[src/uart_rx_consts.vh]
`ifndef UART_RX_CONSTS_VH
`define UART_RX_CONSTS_VH

// Register addresses
`define ADDR_ASYNC_MODE 16'hff70
`define ADDR_ERR_STATUS 16'hff71
`define ADDR_SYNC_MODE 16'hff72
`define ADDR_BAUD_CTRL 16'hff73
`define ADDR_RX_BUFFER 16'hff74

// Reset values
`define RST_ASYNC_MODE 8'h00
`define RST_SYNC_MODE 8'h00
`define RST_BAUD_CTRL 8'h00

// Async mode register fields
`define AM_TX_EN 7
`define AM_RX_EN 6
`define AM_PAR_HI 5
`define AM_PAR_LO 4
`define AM_CHAR8 3
`define AM_STOP2 2

// Sync mode register fields
`define SM_ENABLE 7
`define SM_BIT_ORDER 2
`define SM_CLK_SEL 1
`define SM_WRITE_MASK 8'h86

// Parity modes
`define PAR_NONE 2'b00
`define PAR_ZERO 2'b01
`define PAR_ODD 2'b10
`define PAR_EVEN 2'b11

// Error status codes
`define ERR_PARITY 8'h04
`define ERR_FRAMING 8'h02
`define ERR_OVERRUN 8'h01

// Baud control: source select field and the external clock code
`define BRG_SEL_HI 7
`define BRG_SEL_LO 4
`define BRG_SEL_EXT 4'h8

// Receive timing in serial clock ticks
`define TICKS_PER_BIT 3'h7
`define TICKS_HALF_BIT 3'h3

`endif

[src/HANDOVER_END_UNUSED.v]
`timescale 1ns/100ps
`default_nettype none
`default_nettype wire

[src/uart_rx_path.v]
`timescale 1ns/100ps
`default_nettype none
`include "uart_rx_consts.vh"

module uart_rx_path #(
  parameter DATA_W = 8
) (
  // Clock and reset
  input wire core_clk,
  input wire resetn,
  // Register port
  input wire [15:0] reg_addr,
  input wire reg_wr,
  input wire reg_rd,
  input wire [7:0] reg_wdata,
  output reg [7:0] reg_rdata,
  // Serial pins
  input wire rx_line_pin,
  input wire ext_baud_pin,
  // Transmit side events
  input wire tx_done,
  input wire tx_irq_flag_clr,
  // Interrupts and flags
  output reg rx_complete_irq,
  output reg tx_complete_irq,
  output reg tx_irq_request_flag,
  // Mode outputs
  output reg tx_enable_bit,
  output reg sync_enable_bit,
  output reg bit_order_select,
  output reg sync_clock_select,
  // Received word stream
  output reg rx_word_valid,
  input wire rx_word_ready,
  output reg [DATA_W+2:0] rx_word
);

  localparam ST_IDLE = 3'd0;
  localparam ST_START = 3'd1;
  localparam ST_DATA = 3'd2;
  localparam ST_PARITY = 3'd3;
  localparam ST_STOP = 3'd4;

  ////////////////////////////////////////////////////////////////////////////
  // Registers

  reg [7:0] async_mode_r;
  reg [7:0] sync_mode_r;
  reg [7:0] baud_ctrl_r;
  reg [7:0] rx_buffer_r;
  reg [7:0] rx_error_status_r;
  reg buf_unread_r;

  wire wr_async = reg_wr && (reg_addr == `ADDR_ASYNC_MODE);
  wire wr_sync = reg_wr && (reg_addr == `ADDR_SYNC_MODE);
  wire wr_baud = reg_wr && (reg_addr == `ADDR_BAUD_CTRL);
  wire rd_buffer = reg_rd && (reg_addr == `ADDR_RX_BUFFER);

  wire rx_en = async_mode_r[`AM_RX_EN];
  wire [1:0] par_mode = async_mode_r[`AM_PAR_HI:`AM_PAR_LO];
  wire char8 = async_mode_r[`AM_CHAR8];

  ////////////////////////////////////////////////////////////////////////////
  // Pin synchronisers: a change counts once stages two and three agree

  reg [2:0] rx_sync_r;
  reg rx_level_r;
  reg [2:0] ext_sync_r;
  reg ext_level_r;

  always @(posedge core_clk or negedge resetn) begin
    if (!resetn) begin
      rx_sync_r <= 3'h7;
      rx_level_r <= 1'b1;
      ext_sync_r <= 3'h0;
      ext_level_r <= 1'b0;
    end else begin
      rx_sync_r <= {rx_sync_r[1:0], rx_line_pin};
      if (rx_sync_r[1] == rx_sync_r[2])
        rx_level_r <= rx_sync_r[2];
      ext_sync_r <= {ext_sync_r[1:0], ext_baud_pin};
      if (ext_sync_r[1] == ext_sync_r[2])
        ext_level_r <= ext_sync_r[2];
    end
  end

  ////////////////////////////////////////////////////////////////////////////
  // Baud generator: serial clock is the source clock halved, eight per bit

  reg [8:0] presc_r;
  reg ext_prev_r;
  reg ext_half_r;
  wire [3:0] brg_sel = baud_ctrl_r[`BRG_SEL_HI:`BRG_SEL_LO];
  wire [8:0] presc_mask = ~(9'h1ff << ({1'b0, brg_sel[2:0]} + 4'h2));
  wire ext_rise = ext_level_r && !ext_prev_r;
  wire int_tick = !brg_sel[3] && ((presc_r & presc_mask) == presc_mask);
  // Two external rising edges make one tick, matching the internal halving
  wire ext_tick = (brg_sel == `BRG_SEL_EXT) && ext_rise && ext_half_r;
  wire serial_tick = int_tick || ext_tick;

  always @(posedge core_clk or negedge resetn) begin
    if (!resetn) begin
      presc_r <= 9'h000;
      ext_prev_r <= 1'b0;
      ext_half_r <= 1'b0;
    end else begin
      presc_r <= presc_r + 9'h001;
      ext_prev_r <= ext_level_r;
      if (ext_rise)
        ext_half_r <= !ext_half_r;
    end
  end

  ////////////////////////////////////////////////////////////////////////////
  // Receive state machine

  reg [2:0] state_r;
  reg [2:0] tick_cnt_r;
  reg [2:0] bit_idx_r;
  reg [7:0] shift_r;
  reg par_bit_r;
  reg frame_done_r;
  reg irq_pending_r;

  wire bit_point = serial_tick && (tick_cnt_r == `TICKS_PER_BIT);
  wire [2:0] last_idx = char8 ? 3'd7 : 3'd6;
  wire ones_odd = (^shift_r) ^ par_bit_r;
  wire parity_err = (par_mode == `PAR_EVEN) ? ones_odd :
                    (par_mode == `PAR_ODD) ? !ones_odd : 1'b0;
  wire stop_point = (state_r == ST_STOP) && bit_point;

  always @(posedge core_clk or negedge resetn) begin
    if (!resetn) begin
      state_r <= ST_IDLE;
      tick_cnt_r <= 3'h0;
      bit_idx_r <= 3'h0;
      shift_r <= 8'h00;
      par_bit_r <= 1'b0;
    end else if (!rx_en) begin
      // Immediate abort; buffer and status stay as they were
      state_r <= ST_IDLE;
      tick_cnt_r <= 3'h0;
    end else begin
      if (serial_tick)
        tick_cnt_r <= tick_cnt_r + 3'h1;
      case (state_r)
        ST_IDLE: begin
          if (!rx_level_r) begin
            state_r <= ST_START;
            tick_cnt_r <= 3'h0;
            shift_r <= 8'h00;
            bit_idx_r <= 3'h0;
          end
        end
        ST_START: begin
          if (serial_tick && (tick_cnt_r == `TICKS_HALF_BIT)) begin
            // A glitch shorter than half a bit falls back to idle
            if (rx_level_r) begin
              state_r <= ST_IDLE;
            end else begin
              state_r <= ST_DATA;
              tick_cnt_r <= 3'h0;
            end
          end
        end
        ST_DATA: begin
          if (bit_point) begin
            shift_r[bit_idx_r] <= rx_level_r;
            bit_idx_r <= bit_idx_r + 3'h1;
            if (bit_idx_r == last_idx)
              state_r <= (par_mode == `PAR_NONE) ? ST_STOP : ST_PARITY;
          end
        end
        ST_PARITY: begin
          if (bit_point) begin
            par_bit_r <= rx_level_r;
            state_r <= ST_STOP;
          end
        end
        ST_STOP: begin
          // A second stop bit is never waited for
          if (bit_point)
            state_r <= ST_IDLE;
        end
        default: begin
          state_r <= ST_IDLE;
        end
      endcase
    end
  end

  ////////////////////////////////////////////////////////////////////////////
  // Completion, error status and buffer

  wire [7:0] err_code = (parity_err ? `ERR_PARITY : 8'h00) |
                        (!rx_level_r ? `ERR_FRAMING : 8'h00) |
                        (buf_unread_r ? `ERR_OVERRUN : 8'h00);

  always @(posedge core_clk or negedge resetn) begin
    if (!resetn) begin
      rx_buffer_r <= 8'h00;
      rx_error_status_r <= 8'h00;
      buf_unread_r <= 1'b0;
      frame_done_r <= 1'b0;
      irq_pending_r <= 1'b0;
      rx_complete_irq <= 1'b0;
    end else begin
      frame_done_r <= 1'b0;
      irq_pending_r <= 1'b0;
      // Disabling between buffer load and interrupt drops only the interrupt
      rx_complete_irq <= irq_pending_r && rx_en;
      if (stop_point && rx_en) begin
        rx_buffer_r <= shift_r;
        rx_error_status_r <= err_code;
        buf_unread_r <= 1'b1;
        frame_done_r <= 1'b1;
        irq_pending_r <= 1'b1;
      end else if (rd_buffer) begin
        // A completion in the same cycle wins over the read
        rx_error_status_r <= 8'h00;
        buf_unread_r <= 1'b0;
      end
    end
  end

  ////////////////////////////////////////////////////////////////////////////
  // Two-entry buffer towards the word consumer; drops only when both full

  reg [DATA_W+2:0] fifo_mem_r [0:1];
  reg [1:0] fifo_cnt_r;
  reg fifo_rd_ptr_r;
  reg fifo_wr_ptr_r;
  // A third word is lost here but still stands in the buffer register
  wire fifo_push = frame_done_r && (fifo_cnt_r != 2'd2);
  wire fifo_pop = rx_word_valid && rx_word_ready;

  always @(posedge core_clk or negedge resetn) begin
    if (!resetn) begin
      fifo_mem_r[0] <= {(DATA_W+3){1'b0}};
      fifo_mem_r[1] <= {(DATA_W+3){1'b0}};
      fifo_cnt_r <= 2'd0;
      fifo_rd_ptr_r <= 1'b0;
      fifo_wr_ptr_r <= 1'b0;
      rx_word_valid <= 1'b0;
      rx_word <= {(DATA_W+3){1'b0}};
    end else begin
      if (fifo_push) begin
        fifo_mem_r[fifo_wr_ptr_r] <= {rx_error_status_r[2:0], rx_buffer_r[DATA_W-1:0]};
        fifo_wr_ptr_r <= !fifo_wr_ptr_r;
      end
      if (fifo_pop)
        fifo_rd_ptr_r <= !fifo_rd_ptr_r;
      fifo_cnt_r <= fifo_cnt_r + {1'b0, fifo_push} - {1'b0, fifo_pop};
      if (!rx_word_valid || fifo_pop) begin
        if (fifo_cnt_r > {1'b0, fifo_pop}) begin
          rx_word_valid <= 1'b1;
          rx_word <= fifo_mem_r[fifo_rd_ptr_r ^ fifo_pop];
        end else if (fifo_push) begin
          rx_word_valid <= 1'b1;
          rx_word <= {rx_error_status_r[2:0], rx_buffer_r[DATA_W-1:0]};
        end else begin
          rx_word_valid <= 1'b0;
        end
      end
    end
  end

  ////////////////////////////////////////////////////////////////////////////
  // Register writes, transmit flag, reads

  always @(posedge core_clk or negedge resetn) begin
    if (!resetn) begin
      async_mode_r <= `RST_ASYNC_MODE;
      sync_mode_r <= `RST_SYNC_MODE;
      baud_ctrl_r <= `RST_BAUD_CTRL;
      tx_complete_irq <= 1'b0;
      tx_irq_request_flag <= 1'b0;
      tx_enable_bit <= 1'b0;
      sync_enable_bit <= 1'b0;
      bit_order_select <= 1'b0;
      sync_clock_select <= 1'b0;
      reg_rdata <= 8'h00;
    end else begin
      if (wr_async)
        async_mode_r <= {reg_wdata[7:2], 2'b00};
      if (wr_sync)
        sync_mode_r <= reg_wdata & `SM_WRITE_MASK;
      // A baud change mid-frame shifts the tick grid; change it only when idle
      if (wr_baud)
        baud_ctrl_r <= {reg_wdata[7:4], 4'h0};
      tx_complete_irq <= tx_done;
      if (tx_done)
        tx_irq_request_flag <= 1'b1;
      else if (tx_irq_flag_clr)
        tx_irq_request_flag <= 1'b0;
      tx_enable_bit <= async_mode_r[`AM_TX_EN];
      // Three-wire logic elsewhere is held idle while this is low
      sync_enable_bit <= sync_mode_r[`SM_ENABLE];
      bit_order_select <= sync_mode_r[`SM_BIT_ORDER];
      sync_clock_select <= sync_mode_r[`SM_CLK_SEL];
      // The receive buffer is read-only; a write to its address is ignored
      if (reg_rd) begin
        case (reg_addr)
          `ADDR_ASYNC_MODE: reg_rdata <= async_mode_r;
          `ADDR_ERR_STATUS: reg_rdata <= rx_error_status_r;
          `ADDR_SYNC_MODE: reg_rdata <= sync_mode_r;
          `ADDR_BAUD_CTRL: reg_rdata <= baud_ctrl_r;
          `ADDR_RX_BUFFER: reg_rdata <= rx_buffer_r;
          default: reg_rdata <= 8'h00;
        endcase
      end
    end
  end

endmodule
`default_nettype wire

[config.mk]
export PLATFORM = sky130hd
export DESIGN_NAME = uart_rx_path
export DESIGN_NICKNAME = d
export VERILOG_FILES = /design/src/HANDOVER_END_UNUSED.v /design/src/uart_rx_path.v
export VERILOG_INCLUDE_DIRS = /design/src
export SDC_FILE = /design/constraint.sdc
export NUM_CORES = 1
export LEC_CHECK = 0
export BUFFER_PORTS_ARGS = -buffer_cell sky130_fd_sc_hd__buf_2
export CAP_MARGIN = 0
export CORE_MARGIN = 2
export CORE_UTILIZATION = 25
export CTS_BUF_LIST = sky130_fd_sc_hd__clkbuf_4 sky130_fd_sc_hd__clkbuf_8
export CTS_CLUSTER_SIZE = 25
export DETAILED_ROUTE_END_ITERATION = 10
export PLACE_DENSITY = 0.51
export SLEW_MARGIN = 15
export SYNTH_ARGS = -nofsm -noshare
export SYNTH_HDL_FRONTEND = slang
export SYNTH_SLANG_ARGS = --single-unit
[constraint.sdc]
create_clock -name core_clk -period 6.95 [get_ports core_clk]
set_input_delay 1.0425 -clock core_clk [delete_from_list [all_inputs] [get_ports core_clk]]
set_output_delay 1.0425 -clock core_clk [all_outputs]
set_load 0.02 [all_outputs]
==> out/summary.txt <==
Status: complete, no violations
Count of state elements after synthesis: 116
Clock buffer count from CTS: 17
# port buffers: 58
Share of the synthesized area in the top cell type: 52.3%
CTS max path bufs: 2
Largest net degree at the start of global routing: 75
Iteration-0 DRC Markers: 182
Achievable Freq: 0.309 GHz
Fin crit period: 3240 ps
Setup violations, final: 0
Syn nets: 517
Leak: 3.04 nW
Most common cell in the netlist: dfrtp_1
Peak VDD IR: 106 uV
Synth Warn #: 0
Mean post-synth cell area: 11.3 um^2
TritonCTS clock tree: built
Worst r2r path cells: 8
Die Area: 22600 um^2
Total iterations of the first detailed-routing run: 4
Root buffer cell: clkbuf_8
Reg2Reg Capture Point: shift_r[1]
Initial antenna violation count: 0
Die width: 150 um
CP arrival: 3550 ps
DRT antenna net count: 0
Area grow syn2layout: 18.2%
Core outline area: 21000 um^2
Vias in the first global route: 3918
Total GRT Usage: 11.0%
GRT overflow: 0
CTS Sinks: 116
Final count of hold timing violations: 0
Top sig layer: met4
Hold worst-path end: ext_sync_r[1]
Power consumption: 1.68 mW
Hold crit path type: flip-flop to flip-flop
Crit Path Max Fanout: 11
Yosys top cell by area: dfrtp_1
Met3 WL: 426 um
Ranking of synthesized cells by area: dfrtp_1 (52%), mux2_2 (9.7%), nand2_1 (3.7%), mux2i_1 (3.4%), xnor2_1 (3.1%)
Vias per cell: 4.58
Post-Route WL: 11400 um
Routed via count: 3758
Met2 wire len: 5650 um
Worst Setup Path Type: flip-flop to flip-flop
Final Cycle Share: 46.6%
Setup TNS: 0 ps
Synth Flop Type: dfrtp_1
Power per cell area: 265 nW/um^2
CTS Hold Bufs: 0
Num rows: 53
Post-route DRC: 0
Number of gates resized after cts: 0
Critical Path RT: 7260 ps
Top Family by Delay on Critical Path: compound AO/OA/AOI/OAI gates
Ports: 60
Starting Density: 25.5%
Wire per inst: 13.9 um
Ant diodes: 0
Die H: 150 um
Skew-Pair Late Insertion Delay: 430 ps
Worst slew pin tran: 1010 ps
Htree depth: 4
First-pass GRT wire length: 19600 um
WL met1: 5270 um
Mapped cell area: 5360 um^2
Hold depth: 0
Buf/Inv on CP: 1
Clock Skews: 13.4 ps
Max-slew headroom: 32.1%
RR Startpoint: baud_ctrl_r[5]
Clock transition at the registers of the reported paths: 80 ps
Hold path start: ext_sync_r[0]
Fin nets: 576
Layout cell share with drive strength beyond 1: 27.2%
CP max stage delay: 560 ps
DP HPWL: 8180 um
Crit path cell chain: inv_2 -> ha_1 -> or4_1 -> a221oi_2 -> and3_1 -> nor2_1 -> o31a_1 -> a221o_1
Post-synth cell types: 50
Asr flop ratio synth: 100%
Register area share after synthesis: 54.3%
RSZ-0062 raised after global routing: false
Post-synth top cells: dfrtp_1 (112), nand2_1 (53), mux2_2 (46)
Worst path slowest cell: or4_1
Post-synthesis cell count: 473
Final slew viol count: 0
FF-to-FF setup slack: 3710 ps
Final GP Congestion: 0.778
Post-CTS setup buffers: 0
Max cap viols: 0
Number of flops mapped to enable cells by yosys: 0
Startpoint types: flip-flop
Nature of the critical path endpoint: flip-flop
worst register-to-register path, cell delays in order (launching register included):
cell and delay (ps):
dfrtp_1 510, inv_2 90, ha_1 340, or4_1 560, a221oi_2 240, and3_1 260
nor2_1 230, o31a_1 500, a221o_1 400
stage by stage:
step                utilization [%]  cells  hold WS [ps]  instance area (um^2)  setup slack, ps
floorplan                         -    473           331                  5360             4050
global placement               28.2    788           342                  5930             3850
detailed placement             28.2    788           336                  5930             3770
CTS                            30.1    820           353                  6330             3740
global route                   30.1    820           361                  6330             3580
finish                         30.1    820           353                  6330             3710
where the power goes:
| group | internal (mW) | switching, mW |
|---|---|---|
| logic | 0.105 | 0.192 |
| clock network | 0.328 | 0.309 |
| registers | 0.719 | 0.0225 |
| total | 1.15 | 0.524 |
final cells by class:
type,count,area (um^2)
Clock inverter,15,170
Tap cell,275,344
Clock buffer,17,234
Timing Repair Buffer,61,315
Fill cell,2152,14700
Multi-Input combinational cell,312,2270
Inverter,24,90.1
Sequential cell,116,2910
flip-flops by register name, indices dropped and copies added, names as in the netlist, 2 cells and up:
| name | cells |
|---|---|
| tick_cnt_r | 3 |
| ext_sync_r | 3 |
| bit_idx_r | 3 |
| reg_rdata | 8 |
| fifo_mem_r | 22 |
| async_mode_r | 6 |
| shift_r | 8 |
| rx_buffer_r | 8 |
| rx_sync_r | 3 |
| rx_word | 11 |
| baud_ctrl_r | 4 |
| state_r | 3 |
| presc_r | 9 |
| fifo_cnt_r | 2 |
| sync_mode_r | 3 |
| rx_error_status_r | 3 |
layout by cell type (no fill, tap or decap), types with 7 or more instances in the layout:
cell type  instances
nand3_1           15
clkbuf_8          17
a221o_1            9
buf_2             57
and3_1             7
ha_1              11
o22ai_1            7
o21ai_0           32
nor2_1            19
inv_1             23
mux2i_1           18
dfrtp_1          112
nand2_1           53
xnor2_1           19
mux2_2            46
worst max path at each step:
stage,end,start,cells past startpoint
after floorplan,sync_mode_r[1],reg_addr[7],8
after global placement,rx_word[5],rx_word_ready,8
after detailed placement,shift_r[1],baud_ctrl_r[5],8
after CTS,shift_r[1],baud_ctrl_r[5],8
after global routing,shift_r[3],baud_ctrl_r[5],8
final,shift_r[1],baud_ctrl_r[5],8
kinds of logic after synthesis:
group           after synthesis  synth area share, %
simple gates                131                 12.2
flops                       116                 54.3
buf+inv                      45                 3.36
compound gates               81                 10.4
fa+ha+maj                    13                 2.94
mux                          64                 13.0
xor+xnor                     23                 3.76
routing by layer:
layer | track usage (%) | up-vias
met3 | 2.97 | 9
met5 | 0 | -
li1 | - | 1804
met2 | 18.5 | 68
met1 | 13.7 | 1877
met4 | 3.77 | 0
No activity file was read; power rests on OpenSTA's default activity.
